--- src/design/rtq_pkg.sv ---
// package: register map, field positions, reset values and state codes of the trace qualifier block
package rtq_pkg;

    // ==========================================
    // register map (byte addresses, one word each)
    localparam logic [7:0] CTRL_OFFSET   = 8'h00;
    localparam logic [7:0] STATUS_OFFSET = 8'h04;
    localparam logic [7:0] COUNT_OFFSET  = 8'h08;

    // ==========================================
    // field positions
    localparam int CTRL_CACHE_EN_BIT   = 0;
    localparam int STAT_HALTED_BIT     = 0;
    localparam int STAT_ARMED_BIT      = 1;
    localparam int STAT_RESETPH_BIT    = 2;
    localparam int STAT_MARK_BIT       = 3;
    localparam int STAT_BUSST_LSB      = 4;

    // ==========================================
    // reset values
    localparam logic CTRL_CACHE_EN_RESET = 1'b1;

    // ==========================================
    // sequencer-mark pulse lengths in clocks, minus one
    localparam logic [1:0] MARK_LEFT_BOUNDARY  = 2'h0;
    localparam logic [1:0] MARK_LEFT_PENDING   = 2'h1;
    localparam logic [1:0] MARK_LEFT_EXCEPTION = 2'h2;

    // ==========================================
    // state codes
    typedef enum logic [1:0] {
        MK_IDLE = 2'b00,
        MK_RUN  = 2'b01,
        MK_HALT = 2'b10
    } rtq_mark_st_t;

    typedef enum logic [1:0] {
        BS_IDLE  = 2'b00,
        BS_START = 2'b01,
        BS_VALID = 2'b10
    } rtq_bus_st_t;

endpackage

--- src/design/rtq_mark_if.sv ---
// interface: sequencer-mark and pipeline-reload between core logic and the falling-edge pin stage
interface rtq_mark_if;
    logic markReq;
    logic reloadReq;
    logic mark;
    logic reload;

    modport core (output markReq, output reloadReq, input mark, input reload);
    modport pins (input markReq, input reloadReq, output mark, output reload);
endinterface

--- src/design/rtq_pin_stage.sv ---
// module: falling-edge output stage for sequencer-mark and pipeline-reload
module rtq_pin_stage (
    input  wire logic clock,
    input  wire logic rstn,
    input  wire logic ce,
    rtq_mark_if.pins  pins
);

    typedef struct packed {
        logic mark;
        logic reload;
    } rtq_pin_state_t;

    rtq_pin_state_t s;
    rtq_pin_state_t next_s;

    // ==========================================
    // next value: copy requests, hold while the clock enable is low
    always_comb begin
        next_s = s;
        if (ce) begin
            next_s.mark   = pins.markReq;
            next_s.reload = pins.reloadReq;
        end
    end

    // outputs only ever move on the falling edge, so a sampler on the rising edge sees them settled
    always_ff @(negedge clock or negedge rstn) begin
        if (!rstn) begin
            s <= '0;
        end else begin
            s <= next_s;
        end
    end

    assign pins.mark   = s.mark;
    assign pins.reload = s.reload;
endmodule

--- src/design/rtq_trace_core.sv ---
// module: processor-side trace visibility logic: sequencer mark, pipeline reload, cycle strobes, halt
// Function
// - after a double bus fault, hold sequencer mark high until reset.
// - a second bus error before the first handler instruction runs halts the core.
// - bus or address error during reset vector fetch or first prefetch halts.
// - an external cycle drives address and cycle-begin, then address-valid.
// - a cache or holding-register read hit aborts the cycle without address-valid; here only while the CTRL cache enable bit is set.
// - address bits 7..0 bypass translation and appear on the bus every access.
// - every write reaches the external bus, cache hit or not.
// - mark lasts one clock at boundary, two when pending, three on exception.
// - mark and reload change only on falling clock edges.
// - reload is raised whenever the sequencer asks for a pipeline refill, except while halted.
//
// Local design decisions: the AHB-Lite slave port and the register addresses.
module rtq_trace_core (
    input  wire logic        clock,
    input  wire logic        rstn,
    input  wire logic        ce,
    // sequencer events from the core
    input  wire logic        evBoundary,
    input  wire logic        evPending,
    input  wire logic        evException,
    input  wire logic        evTableSearch,
    input  wire logic        busError,
    input  wire logic        addrError,
    input  wire logic        handlerStart,
    input  wire logic        resetVecDone,
    input  wire logic        refillReq,
    // access requests from the core
    input  wire logic        accReq,
    input  wire logic        accWrite,
    input  wire logic [31:0] accAddr,
    input  wire logic [23:0] accPhysHigh,
    input  wire logic [31:0] accWrData,
    input  wire logic        cacheHit,
    input  wire logic        accDone,
    output logic             accReady,
    output logic             accAck,
    // trace-visible pins
    output logic             seqMark,
    output logic             pipeReload,
    output logic             externalCycleBeginN,
    output logic             addressValidStrobeN,
    output logic [31:0]      addrOut,
    output logic [31:0]      dataOut,
    output logic             dataOe,
    output logic             coreHalted,
    // register bus
    input  wire logic        hsel,
    input  wire logic [31:0] haddr,
    input  wire logic [1:0]  htrans,
    input  wire logic        hwrite,
    input  wire logic [2:0]  hsize,
    input  wire logic [31:0] hwdata,
    input  wire logic        hready,
    output logic             hreadyout,
    output logic             hresp,
    output logic [31:0]      hrdata
);

    typedef struct packed {
        rtq_pkg::rtq_mark_st_t mk;
        logic [1:0]            markLeft;
        logic                  markOn;
        logic                  reloadOn;
        logic                  faultArmed;
        logic                  resetPhase;
        rtq_pkg::rtq_bus_st_t  bs;
        logic                  cycStartN;
        logic                  asN;
        logic                  isWrite;
        logic [31:0]           addr;
        logic [31:0]           wrData;
        logic                  cacheEn;
        logic [15:0]           instrCount;
        logic                  dpValid;
        logic                  dpWrite;
        logic [7:0]            dpAddr;
        logic [31:0]           rdata;
    } rtq_core_state_t;

    localparam rtq_core_state_t RESET_STATE = '{
        mk: rtq_pkg::MK_IDLE, markLeft: 2'h0, markOn: 1'b0, reloadOn: 1'b0,
        faultArmed: 1'b0, resetPhase: 1'b1, bs: rtq_pkg::BS_IDLE, cycStartN: 1'b1,
        asN: 1'b1, isWrite: 1'b0, addr: 32'h0000_0000, wrData: 32'h0000_0000,
        cacheEn: rtq_pkg::CTRL_CACHE_EN_RESET, instrCount: 16'h0000,
        dpValid: 1'b0, dpWrite: 1'b0, dpAddr: 8'h00, rdata: 32'h0000_0000};

    rtq_core_state_t s;
    rtq_core_state_t next_s;
    rtq_mark_if      markPins ();

    logic halted;
    logic excEvent;
    logic haltTrig;
    logic accept;
    logic readHit;

    // ==========================================
    // event decode
    assign halted   = (s.mk == rtq_pkg::MK_HALT);
    assign excEvent = evException | evTableSearch | busError | addrError;
    // second bus error while armed, or any bus or address error while fetching reset vectors
    assign haltTrig = (busError & s.faultArmed)
                    | (s.resetPhase & (busError | addrError));
    assign accept   = accReq & (s.bs == rtq_pkg::BS_IDLE) & !halted;
    // writes never count as hits: the write-through caches must show every store
    assign readHit  = cacheHit & !s.isWrite & s.cacheEn;

    // handshake back to the core
    assign accReady  = (s.bs == rtq_pkg::BS_IDLE) & !halted;
    assign accAck    = ((s.bs == rtq_pkg::BS_START) & readHit) | ((s.bs == rtq_pkg::BS_VALID) & accDone);
    assign hreadyout = 1'b1;
    assign hresp     = 1'b0;

    // ==========================================
    // next state
    always_comb begin
        next_s = s;
        if (ce) begin
            // ---- sequencer mark: halt overrides any pulse in progress
            if (halted || haltTrig) begin
                next_s.mk     = rtq_pkg::MK_HALT;
                next_s.markOn = 1'b1;
            end else if (s.mk == rtq_pkg::MK_RUN) begin
                // events during a pulse are dropped; the core issues one per boundary
                if (s.markLeft == 2'h0) begin
                    next_s.mk     = rtq_pkg::MK_IDLE;
                    next_s.markOn = 1'b0;
                end else begin
                    next_s.markLeft = s.markLeft - 2'h1;
                end
            end else if (excEvent) begin
                next_s.mk       = rtq_pkg::MK_RUN;
                next_s.markOn   = 1'b1;
                next_s.markLeft = rtq_pkg::MARK_LEFT_EXCEPTION;
            end else if (evPending) begin
                next_s.mk       = rtq_pkg::MK_RUN;
                next_s.markOn   = 1'b1;
                next_s.markLeft = rtq_pkg::MARK_LEFT_PENDING;
            end else if (evBoundary) begin
                next_s.mk       = rtq_pkg::MK_RUN;
                next_s.markOn   = 1'b1;
                next_s.markLeft = rtq_pkg::MARK_LEFT_BOUNDARY;
            end

            // ---- pipeline reload follows the refill request, silenced once halted
            next_s.reloadOn = refillReq & !halted;

            // ---- fault tracking: a fresh bus error arms, reaching the handler disarms
            if (busError) begin
                next_s.faultArmed = 1'b1;
            end else if (handlerStart) begin
                next_s.faultArmed = 1'b0;
            end
            if (resetVecDone) begin
                next_s.resetPhase = 1'b0;
            end

            // ---- external cycle sequencing
            case (s.bs)
                rtq_pkg::BS_IDLE: begin
                    if (accept) begin
                        next_s.bs      = rtq_pkg::BS_START;
                        next_s.cycStartN = 1'b0;
                        next_s.isWrite = accWrite;
                        // low byte is untranslated and always reaches the pins
                        next_s.addr    = {accPhysHigh, accAddr[7:0]};
                        next_s.wrData  = accWrData;
                    end
                end
                rtq_pkg::BS_START: begin
                    next_s.cycStartN = 1'b1;
                    if (readHit) begin
                        next_s.bs = rtq_pkg::BS_IDLE;
                    end else begin
                        next_s.bs  = rtq_pkg::BS_VALID;
                        next_s.asN = 1'b0;
                    end
                end
                rtq_pkg::BS_VALID: begin
                    if (accDone) begin
                        next_s.bs  = rtq_pkg::BS_IDLE;
                        next_s.asN = 1'b1;
                    end
                end
                default: begin
                    next_s.bs        = rtq_pkg::BS_IDLE;
                    next_s.cycStartN = 1'b1;
                    next_s.asN  = 1'b1;
                end
            endcase

            // ---- register bus data phase: writes land before the read mux below
            if (s.dpValid && s.dpWrite) begin
                if (s.dpAddr == rtq_pkg::CTRL_OFFSET) begin
                    next_s.cacheEn = hwdata[rtq_pkg::CTRL_CACHE_EN_BIT];
                end else if (s.dpAddr == rtq_pkg::COUNT_OFFSET) begin
                    next_s.instrCount = 16'h0000;
                end
            end
            // a boundary counted in the clearing cycle is kept
            if (!halted && !haltTrig && s.mk == rtq_pkg::MK_IDLE && !excEvent && (evPending || evBoundary)) begin
                next_s.instrCount = next_s.instrCount + 16'h0001;
            end

            // ---- register bus address phase: read data is loaded into a flop here
            next_s.dpValid = hsel & htrans[1] & hready;
            next_s.dpWrite = hwrite;
            next_s.dpAddr  = {haddr[7:2], 2'b00};
            if (hsel && htrans[1] && hready && !hwrite) begin
                if (haddr[7:0] == rtq_pkg::CTRL_OFFSET) begin
                    next_s.rdata = {31'h0000_0000, next_s.cacheEn};
                end else if (haddr[7:0] == rtq_pkg::STATUS_OFFSET) begin
                    next_s.rdata = 32'h0000_0000;
                    next_s.rdata[rtq_pkg::STAT_HALTED_BIT]  = halted;
                    next_s.rdata[rtq_pkg::STAT_ARMED_BIT]   = s.faultArmed;
                    next_s.rdata[rtq_pkg::STAT_RESETPH_BIT] = s.resetPhase;
                    next_s.rdata[rtq_pkg::STAT_MARK_BIT]    = s.markOn;
                    next_s.rdata[rtq_pkg::STAT_BUSST_LSB +: 2] = s.bs;
                end else if (haddr[7:0] == rtq_pkg::COUNT_OFFSET) begin
                    next_s.rdata = {16'h0000, next_s.instrCount};
                end else begin
                    next_s.rdata = 32'h0000_0000;
                end
            end
        end
    end

    // single state register; reset loads constants only
    always_ff @(posedge clock or negedge rstn) begin
        if (!rstn) begin
            s <= RESET_STATE;
        end else begin
            s <= next_s;
        end
    end

    // ==========================================
    // falling-edge pin stage
    assign markPins.markReq   = s.markOn;
    assign markPins.reloadReq = s.reloadOn;

    rtq_pin_stage pinStage (
        .clock (clock),
        .rstn  (rstn),
        .ce    (ce),
        .pins  (markPins)
    );

    // ==========================================
    // pins
    assign seqMark             = markPins.mark;
    assign pipeReload          = markPins.reload;
    assign externalCycleBeginN = s.cycStartN;
    assign addressValidStrobeN = s.asN;
    assign addrOut             = s.addr;
    assign dataOut             = s.wrData;
    assign dataOe              = s.isWrite & (s.bs == rtq_pkg::BS_VALID);
    assign coreHalted          = halted;
    assign hrdata              = s.rdata;
endmodule

--- config.mk ---
export PLATFORM = sky130hd
export DESIGN_NAME = rtq_trace_core
export DESIGN_NICKNAME = d
export VERILOG_FILES = /design/src/design/rtq_pkg.sv /design/src/design/rtq_mark_if.sv /design/src/design/rtq_pin_stage.sv /design/src/design/rtq_trace_core.sv
export SDC_FILE = /design/constraint.sdc
export NUM_CORES = 1
export LEC_CHECK = 0
export BUFFER_PORTS_ARGS = -buffer_cell sky130_fd_sc_hd__buf_4
export CAP_MARGIN = 30
export CORE_MARGIN = 8
export CORE_UTILIZATION = 47
export CTS_BUF_LIST = sky130_fd_sc_hd__clkbuf_16
export DETAILED_ROUTE_END_ITERATION = 12
export GPL_ROUTABILITY_DRIVEN = 0
export PLACE_DENSITY = 0.91
export SLEW_MARGIN = 20
export SYNTH_ARGS = -nofsm -noshare
export SYNTH_HDL_FRONTEND = slang
export SYNTH_SLANG_ARGS = --single-unit
--- constraint.sdc ---
create_clock -name clock -period 3.35 [get_ports clock]
set_input_delay 0.1675 -clock clock [delete_from_list [all_inputs] [get_ports clock]]
set_output_delay 0.1675 -clock clock [all_outputs]
set_load 0.01 [all_outputs]
==> results of run 1 <==
==> final timing paths <==
kind | to | slack, ps
max in group asynchronous | pinStage.pins.mark$_DFFE_NN0P_ | 1490
worst min register to register | pinStage.pins.mark$_DFFE_NN0P_ | 470
worst max-delay path | pipeReload | 590
worst max register to register | addrOut[0]$_DFFE_PN0P_ | 760
min in group asynchronous | markPins.reloadReq$_DFFE_PN0P_ | 140
worst min-delay path | addrOut[25]$_DFFE_PN0P_ | 10
==> cell type report <==
cell class                 instances  share of cell area
sequential                       120              0.3717
multi-input combinational        309              0.2763
timing repair buffer             246              0.2462
clock buffer                      17             0.05257
tap                              172             0.02660
clock inverter                    15             0.02196
inverter                          10            0.004639
==> registers in the layout, indices dropped and copies added (netlist names) <==
register and count:
hrdata 16, markPins.reloadReq 1, pinStage.pins.reload 1, addrOut 32
s 34, externalCycleBeginN 1, pinStage.pins.mark 1, dataOut 32
addressValidStrobeN 1, markPins.markReq 1
==> cells by family (layout without fill, tap and decap cells) <==
| family | after synthesis | in the layout | synth area share |
|---|---|---|---|
| buf+inv | 131 | 288 | 0.1484 |
| flops | 120 | 120 | 0.4942 |
| simple gates | 113 | 113 | 0.1022 |
| compound gates | 84 | 84 | 0.08573 |
| mux | 78 | 78 | 0.1439 |
| xor+xnor | 14 | 14 | 0.02015 |
| fa+ha+maj | 2 | 2 | 0.004111 |
| other cells | 2 | 18 | 0.001234 |
==> power groups by stage <==
stage | logic (µW) | registers, µW | clock network, µW
after floorplan | 1520 | 2180 | 0
after global placement | 1850 | 2230 | 0
after detailed placement | 1920 | 2290 | 0
after CTS | 1980 | 2270 | 1860
after global routing | 2130 | 2350 | 1930
final | 1980 | 2290 | 1830
==> per-stage QoR <==
step	worst slack, ps	area [µm²]	power (µW)	utilization
2_1_floorplan	567.7	6146	3702	-
3_3_place_gp	787.4	6908	4082	0.5474
3_5_place_dp	775.4	6908	4204	0.5474
4_1_cts	581.7	8092	6107	0.6412
5_1_grt	455.7	8092	6409	0.6412
6_report	588.2	8092	6096	0.6412
==> synthesized netlist by cell type (2+ instances only) <==
| master | instances | area [µm²] |
|---|---|---|
| buf_1 | 2 | 7.510 |
| clkbuf_1 | 10 | 37.54 |
| nand2_1 | 43 | 161.4 |
| o21ai_0 | 34 | 170.2 |
| xor2_1 | 4 | 35.03 |
| and3_1 | 6 | 37.54 |
| inv_1 | 10 | 37.54 |
| dfstp_2 | 4 | 105.1 |
| and2_1 | 3 | 18.77 |
| nor2b_1 | 2 | 12.51 |
| buf_4 | 98 | 735.7 |
| or4_1 | 2 | 15.01 |
| mux2i_1 | 2 | 20.02 |
| ha_1 | 2 | 25.02 |
| nor3_1 | 5 | 25.02 |
| nor4_1 | 6 | 37.54 |
| nand4_1 | 6 | 37.54 |
| nor3b_1 | 2 | 15.01 |
| conb_1 | 2 | 7.510 |
| nor2_1 | 10 | 37.54 |
| nand3_1 | 10 | 50.05 |
| a22o_1 | 4 | 35.03 |
| nand2b_1 | 2 | 12.51 |
| clkbuf_8 | 2 | 27.53 |
| nand3b_1 | 4 | 30.03 |
| buf_2 | 6 | 30.03 |
| a21oi_1 | 16 | 80.08 |
| o22ai_1 | 2 | 12.51 |
| o31ai_1 | 8 | 60.06 |
| and4bb_2 | 2 | 25.02 |
| a22oi_1 | 2 | 15.01 |
| dfrtp_1 | 114 | 2853 |
| dfrtn_1 | 2 | 50.05 |
| buf_6 | 2 | 22.52 |
| o211ai_1 | 2 | 15.01 |
| a21o_1 | 2 | 15.01 |
| xnor2_1 | 10 | 87.58 |
| a41oi_1 | 2 | 17.52 |
| mux2_2 | 76 | 855.8 |
==> layer usage <==
metal,wire [µm],track usage
met4,279,0.06831
met3,1503,0.05875
met5,0,0
met1,6171,0.2121
met2,8254,0.3351
==> repair_timing <==
item / 4_1_cts / 5_1_grt
hold buffers: 58 / 0
hold endpoints to repair: 108 / 0
setup endpoints to repair: 0 / 0
==> results.tsv, run 1 <==
metric	value	unit
instances_no_fill	889	
htreeDepth	4	
netlist_area	6086	µm²
post_cts_buffers	0	
r2r-start	s[135]$_DFFE_PN0P_	
p_sw	1860	µW
cts_tree	done	
die_x	129.8	µm
grt_pass1_wl	25020	µm
grt_pass1_vias	4859	
dp.cells	799	
crit_required	3180	ps
n_antenna_cell	0	
final_common_cell	buf_4	
p_int	4236	µW
io_buffers	180	
outcome	complete, no violations	
cts_resized	0	
cts_root_buf	clkbuf_16	
layout_common_cells	buf_4 (188), dfrtp_1 (114), mux2_2 (76), dlygate4sd3_1 (58), nand2_1 (43)	
area_delta_synth_final	32.96	%
antenna_found_initial	0	
critPathLaunch	pinStage.pins.reload$_DFFE_NN0P_	
setup_viol	0	
clk_latency	400	ps
drv_cap	0	
start_util	0.4823	
avgSynthCellArea	11.19	µm²
grtUsageTotal	0.1899	
slew_viol_final	0	
worst_r2r_path_depth	6	
dominantRegCellSynth	dfrtp_1	
coreArea	12620	µm²
drive_above_1_share	0.4310	
yosys_warnings	0	
die_area	16850	µm²
end_kind	output port	
finalSetupTns	0	ps
clkSinkCount	120	
grt_max_degree	64	
crit_fanout	2	
async_flop_share	1.000	
regArea	3008	µm²
leakage	0.003680	µW
ir_worst_vdd	0.3442	mV
multi_input_area	2236	µm²
dpl.hpwl	11180	µm
ys_seq_area_frac	0.4942	
hold_violations	0	
crit_type	register to output port	
min_path_cells	2	
p_clk_frac	0.300	
ys_types	62	
drt-wirelength-per-cell	18.23	µm
crit_arrival	2590	ps
detail_route.iter0.violations	516	
ios	282	
cp_num_cells	1	
clk_pin_slew_worst_paths	50	ps
start_kind	register	
syn_inst	544	
nets	882	
max_freq	364.5	MHz
timing.hold.ws	11.79	ps
drtPass1Iterations	5	
synth_edf_count	0	
worst_path_max_delay_cell	dfrtn_1	
period_minus_slack	2762	ps
rsz0062_at_grt	false	
crit_chain	buf_4	
cp_num_buf_inv	1	
slew_headroom	0.4149	
synth_seq_cells	120	
worstHoldStart	accPhysHigh[17]	
p_sw_frac	0.3051	
critPathTopFamily	flip-flops	
route.detailed.drc	0	
fin_skew	20.76	ps
viasPerCell	5.218	
comb_power_share	0.324	
drtAntennaViolNets	0	
num_vias	4639	
min_path_type	input pin to register	
max_stage_delay	410	ps
clockBufferDepth	2	
tightest_slew	865.5	ps
numCtsBuffers	17	
routed_wirelength	16210	µm
die_h	129.8	µm
pwr_density_cell	753.4	nW/µm²
grt_overflow_total	0	
period_share	0.8244	
fill_cells	953	
core.rowCount	41	
seqPwrFrac	0.375	
(Power assumes the default switching activity.)
==> run 2, diff against run 1 <==
Settings changed: ABC_AREA set to 1, CORE_UTILIZATION 47 to 43, PLACE_DENSITY 0.91 to 0.88.
Clock period 3.35 ns to 2.5 ns, I/O delays scaled along.
==> run 2 against run 1 <==
  * Non-clock buffer count grew 22
  * Synthesized cell count grew 41%
  * Setup slack lost 410 ps
  * Count of clock-buffer cells in the layout is the same
  * Sequential power grew 29%
  * Flip-flop and latch count is the same
  * Sequential share of layout area shrank 1.2 points
  * Global-route usage grew 0.69 points
  * Largest power group unchanged
==> results.tsv, run 2 <==
metric	value	unit
outcome	complete, no violations	
async_flop_share	1.000	
crit_chain	buf_4	
tightest_slew	668.6	ps
r2r-start	s[41]$_DFFE_PN0P_	
grt_overflow_total	0	
die_h	135.6	µm
ys_seq_area_frac	0.4894	
min_path_type	input pin to register	
worst_path_max_delay_cell	dfrtn_1	
viasPerCell	4.717	
grt_pass1_wl	28520	µm
r2r_slack	430	ps
worstHoldStart	handlerStart	
ys_types	41	
area_delta_synth_final	35.99	%
synth_area_leaders	dfrtp_1 (46%), nand2_1 (20%), buf_4 (13%)	
crit_required	2380	ps
leakage	0.004523	µW
crit_fanout	2	
synth_commonest_cells	nand2_1 (331), dfrtp_1 (114), buf_4 (103)	
htreeDepth	4	
largest_reg_flops	34	
critPathLaunch	pinStage.pins.mark$_DFFE_NN0P_	
synth_seq_cells	120	
synth_edf_count	0	
slew_headroom	0.5542	
cts_tree	done	
pwr_density_cell	929.3	nW/µm²
dpl.hpwl	11390	µm
r2r-end	hrdata[10]$_DFFE_PN0P_	
ir_worst_vdd	0.6258	mV
numCtsBuffers	17	
hold_end	s[129]$_DFFE_PN0P_	
netlist_area	6146	µm²
clk_latency	410	ps
wl_met3	1211	µm
dominantRegCellSynth	dfrtp_1	
coreArea	13930	µm²
detail_route.iter0.violations	302	
netlist.area_leader.share	0.4642	
yosysTopAreaCell	dfrtp_1	
die_x	135.6	µm
die_area	18370	µm²
start_util	0.4411	
layout_common_cells	nand2_1 (331), buf_4 (188), dfrtp_1 (114), dlygate4sd3_1 (78), inv_1 (50)	
num_vias	5406	
pre_cts_ws	454.0	ps
rsz0062_at_grt	false	
multi_input_area	2143	µm²
cp_num_buf_inv	1	
worst_r2r_path_depth	15	
clockBufferDepth	2	
finalSetupTns	0	ps
max_stage_delay	430	ps
routed_wirelength	17740	µm
end_kind	output port	
wl_met1	6961	µm
ios	282	
crit_arrival	2200	ps
regArea	3008	µm²
drv_cap	0	
min_path_cells	3	
drtPass1Iterations	7	
fill_cells	1109	
avgSynthCellArea	8.002	µm²
hold_violations	0	
clk_pin_slew_worst_paths	50	ps
clkSinkCount	120	
drtAntennaViolNets	0	
fin_ws	174.1	ps
yosys_warnings	0	
post_cts_buffers	0	
final_common_cell	nand2_1	
syn_inst	768	
cts_root_buf	clkbuf_16	
start_kind	register	
grtUsageTotal	0.1968	
grt_max_degree	73	
io_buffers	180	
yosysMostFrequentCell	nand2_1	
route.detailed.drc	0	
slew_viol_final	0	
grt_pass1_vias	5700	
setup_viol	0	
largest-register	s	
wl_met2	8906	µm
drive_above_1_share	0.2474	
highest_layer	met4	
critPathTopFamily	flip-flops	
crit_type	register to output port	
antenna_found_initial	3	
drt-wirelength-per-cell	15.48	µm
nets	1127	
fin_skew	20.53	ps
core.rowCount	43	
## run 2: cell count changes in the layout (fill, tap and decap cells not counted), moves of 12 or more
cell	before	now
nor2_1	10	33
inv_1	10	50
nand3_1	10	28
mux2_2	76	0
nand2_1	43	331
dlygate4sd3_1	58	78
a21oi_1	16	2
o21ai_0	34	22
## run 2: cell families after synthesis
group | after synthesis | share of synthesized area
fa+ha+maj | 2 | 0.004071
compound gates | 43 | 0.03970
xor+xnor | 8 | 0.01140
other cells | 2 | 0.001222
simple gates | 419 | 0.2818
buf+inv | 174 | 0.1724
flops | 120 | 0.4894
## run 2: routing by layer
metal / global-route usage / vias to the layer above
li1: - / 2620
met5: 0 / -
met2: 0.3282 / 219
met4: 0.1067 / 0
met3: 0.05823 / 55
met1: 0.2225 / 2512
## run 2: what timing repair did
| item | 4_1_cts | 5_1_grt |
|---|---|---|
| resized for setup | 0 | 0 |
| hold buffers | 78 | 0 |
| endpoints found under the hold margin | 121 | 0 |
## run 2: metrics by stage
stage               instance area (µm²)  std cells  total power [µW]  utilization  hold WS [ps]
floorplan                          6206        784              4761            -        -170.6
global placement                   7003       1031              5335       0.5026         275.6
detailed placement                 7003       1031              5429       0.5026         275.2
CTS                                8320       1141              7784       0.5971         5.601
global route                       8356       1145              8244       0.5996         22.10
finish                             8358       1146              7767       0.5998         21.25
## run 2: final cells by class
class,count,area share
sequential,120,0.3599
timing repair buffer,268,0.2680
multi-input combinational,490,0.2564
clock buffer,17,0.05090
tap,180,0.02695
inverter,52,0.02335
clock inverter,15,0.01332
antenna,4,0.001198
## run 2: worst max path at each step
stage	cells past startpoint	end
2_1_floorplan	6	pinStage.pins.reload$_DFFE_NN0P_
3_3_place_gp	4	pinStage.pins.reload$_DFFE_NN0P_
3_5_place_dp	16	s[54]$_DFFE_PN0P_
4_1_cts	1	seqMark
5_1_grt	1	pipeReload
6_report	1	seqMark
## run 2: report_power, final
part           leakage [µW]  internal, µW  total (µW)  switching (µW)
sequential          0.00152          2570        2950             378
clock              0.000289          1420        2210             797
combinational       0.00271          1200        2600            1400
total               0.00452          5190        7770            2570
==> run 3, diff against run 2 <==
--- a/config.mk
+++ b/config.mk
@@ -7,12 +7,12 @@
 export LEC_CHECK = 0
 export ABC_AREA = 1
-export BUFFER_PORTS_ARGS = -buffer_cell sky130_fd_sc_hd__buf_4
 export CAP_MARGIN = 30
 export CORE_MARGIN = 8
-export CORE_UTILIZATION = 43
+export CORE_UTILIZATION = 58
 export CTS_BUF_LIST = sky130_fd_sc_hd__clkbuf_16
 export DETAILED_ROUTE_END_ITERATION = 12
+export DONT_BUFFER_PORTS = 1
 export GPL_ROUTABILITY_DRIVEN = 0
-export PLACE_DENSITY = 0.88
+export PLACE_DENSITY = 0.87
 export SLEW_MARGIN = 20
 export SYNTH_ARGS = -nofsm -noshare
==> constraint.sdc (replaced) <==
create_clock -name clock -period 2.5 [get_ports clock]
set_input_delay 0.25 -clock clock [delete_from_list [all_inputs] [get_ports clock]]
set_output_delay 0.25 -clock clock [all_outputs]
set_load 0.01 [all_outputs]
==> run 3 against run 2 <==
  * The flow now finishes with violations (negative hold slack)
  * First-iteration DRC count up 24%
  * Register-to-register slack worse by 20 ps
  * Combinational power down 52%
  * Sequential power is 13% higher
  * Highest routed layer unchanged
  * Setup slack got worse by 82 ps
  * Count of clock-buffer cells in the layout is the same
  * Global-route usage grew 2.8 points
  * Final cell count decreased by 20%
  * Via count decreased by 12%
  * Non-clock buffer count fell by 187
  * Routed wire length down 12%
==> results.tsv, run 3 (synthesis results as in run 2) <==
metric	value	unit
die_x	118.9	µm
slew_viol_final	0	
grt_overflow_total	0	
crit_arrival	2160	ps
clk_latency	410	ps
htreeDepth	4	
clockBufferDepth	2	
die_h	118.9	µm
nets	940	
coreArea	10320	µm²
min_path_type	input pin to asynchronous set/reset pin	
start_util	0.5953	
leakage	0.003573	µW
grt_max_degree	121	
tightest_slew	954.5	ps
violations	negative hold slack	
drive_above_1_share	0.07742	
crit_type	register to output port	
pwr_density_cell	1000	nW/µm²
viasPerCell	5.210	
crit_required	2250	ps
area_delta_synth_final	12.24	%
core.rowCount	37	
r2r-start	s[35]$_DFFE_PN0P_	
timing.hold.ws	-458.1	ps
end_kind	output port	
final_common_cell	nand2_1	
crit_fanout	2	
largest_reg_flops	34	
cts_hold_buf	76	
ios	282	
fin_skew	25.04	ps
io_buffers	0	
final_util	0.6682	
drtAntennaViolNets	0	
start_kind	register	
clkSinkCount	120	
num_vias	4757	
routed_wirelength	15520	µm
dpl.hpwl	10260	µm
finalSetupTns	0	ps
drt-wirelength-per-cell	17.00	µm
setup_viol	0	
post_cts_buffers	0	
cts_tree	done	
antenna_found_initial	1	
cts_resized	0	
rsz0062_at_grt	false	
outcome	finished, violations left	
layout_common_cells	nand2_1 (331), dfrtp_1 (114), dlygate4sd3_1 (76), inv_1 (45), nor2_1 (33)	
numCtsBuffers	17	
worst_r2r_path_depth	15	
drtPass1Iterations	6	
ir_worst_vdd	0.7104	mV
detail_route.iter0.violations	373	
cts_root_buf	clkbuf_16	
grtUsageTotal	0.2253	
die_area	14150	µm²
grt_pass1_vias	5044	
largest-register	s	
r2r-end	s[56]$_DFFE_PN0P_	
hold_violations	118	
instances_no_fill	913	
slew_headroom	0.3616	
clk_pin_slew_worst_paths	50	ps
route.detailed.drc	0	
r2r_slack	410	ps
grt_pass1_wl	25670	µm
dp.cells	803	
drv_cap	0	
==> run 3: changes by cell type in the layout (fill, tap and decap cells not counted), sizes merged <==
| cell | previous run | this run |
|---|---|---|
| diode | 4 | 2 |
| inv | 57 | 52 |
| dlygate4sd3 | 78 | 76 |
| buf | 190 | 5 |
| clkinvlp | 0 | 5 |
==> run 3: worst max-delay path by stage <==
stage                                                 from                               end  slack [ps]  depth (start not counted)
after floorplan                                         ce  pinStage.pins.reload$_DFFE_NN0P_         140                          6
after global placement    pinStage.pins.reload$_DFFE_NN0P_                        pipeReload         500                          0
after detailed placement                 s[41]$_DFFE_PN0P_                 s[54]$_DFFE_PN0P_         480                         15
after CTS                 pinStage.pins.reload$_DFFE_NN0P_                        pipeReload          80                          0
after global routing      pinStage.pins.reload$_DFFE_NN0P_                        pipeReload          60                          0
final                     pinStage.pins.reload$_DFFE_NN0P_                        pipeReload          90                          0
==> run 3: layout make-up <==
cell class	count	area (µm²)
fill	784	3426
sequential	120	3008
multi-input combinational	490	2143
timing repair buffer	81	810.8
clock buffer	17	425.4
inverter	52	195.2
tap	136	170.2
clock inverter	15	140.1
antenna	2	5.005
==> run 3: through the flow <==
stage          setup WS [ps]  total power [µW]  cell area [µm²]
3_3_place_gp           497.3              4359             5567
2_1_floorplan          135.1              4761             6206
3_5_place_dp           481.8              4483             5567
4_1_cts                81.82              6903             6893
5_1_grt                55.46              7314             6895
6_report               92.46              6899             6898
==> run 3: routing by layer <==
metal  global-route usage  part of all wire
met5                    0                 0
met4               0.1059             0.032
met3               0.1034              0.11
met2               0.3748              0.49
met1               0.2405              0.37
==> run 3: power breakdown <==
part | total, µW | leakage (µW) | switching [µW] | internal (µW)
Combinational | 1260 | 0.00178 | 790 | 472
Clock | 2300 | 0.000268 | 858 | 1450
Sequential | 3330 | 0.00152 | 757 | 2570
Total | 6900 | 0.00357 | 2400 | 4490
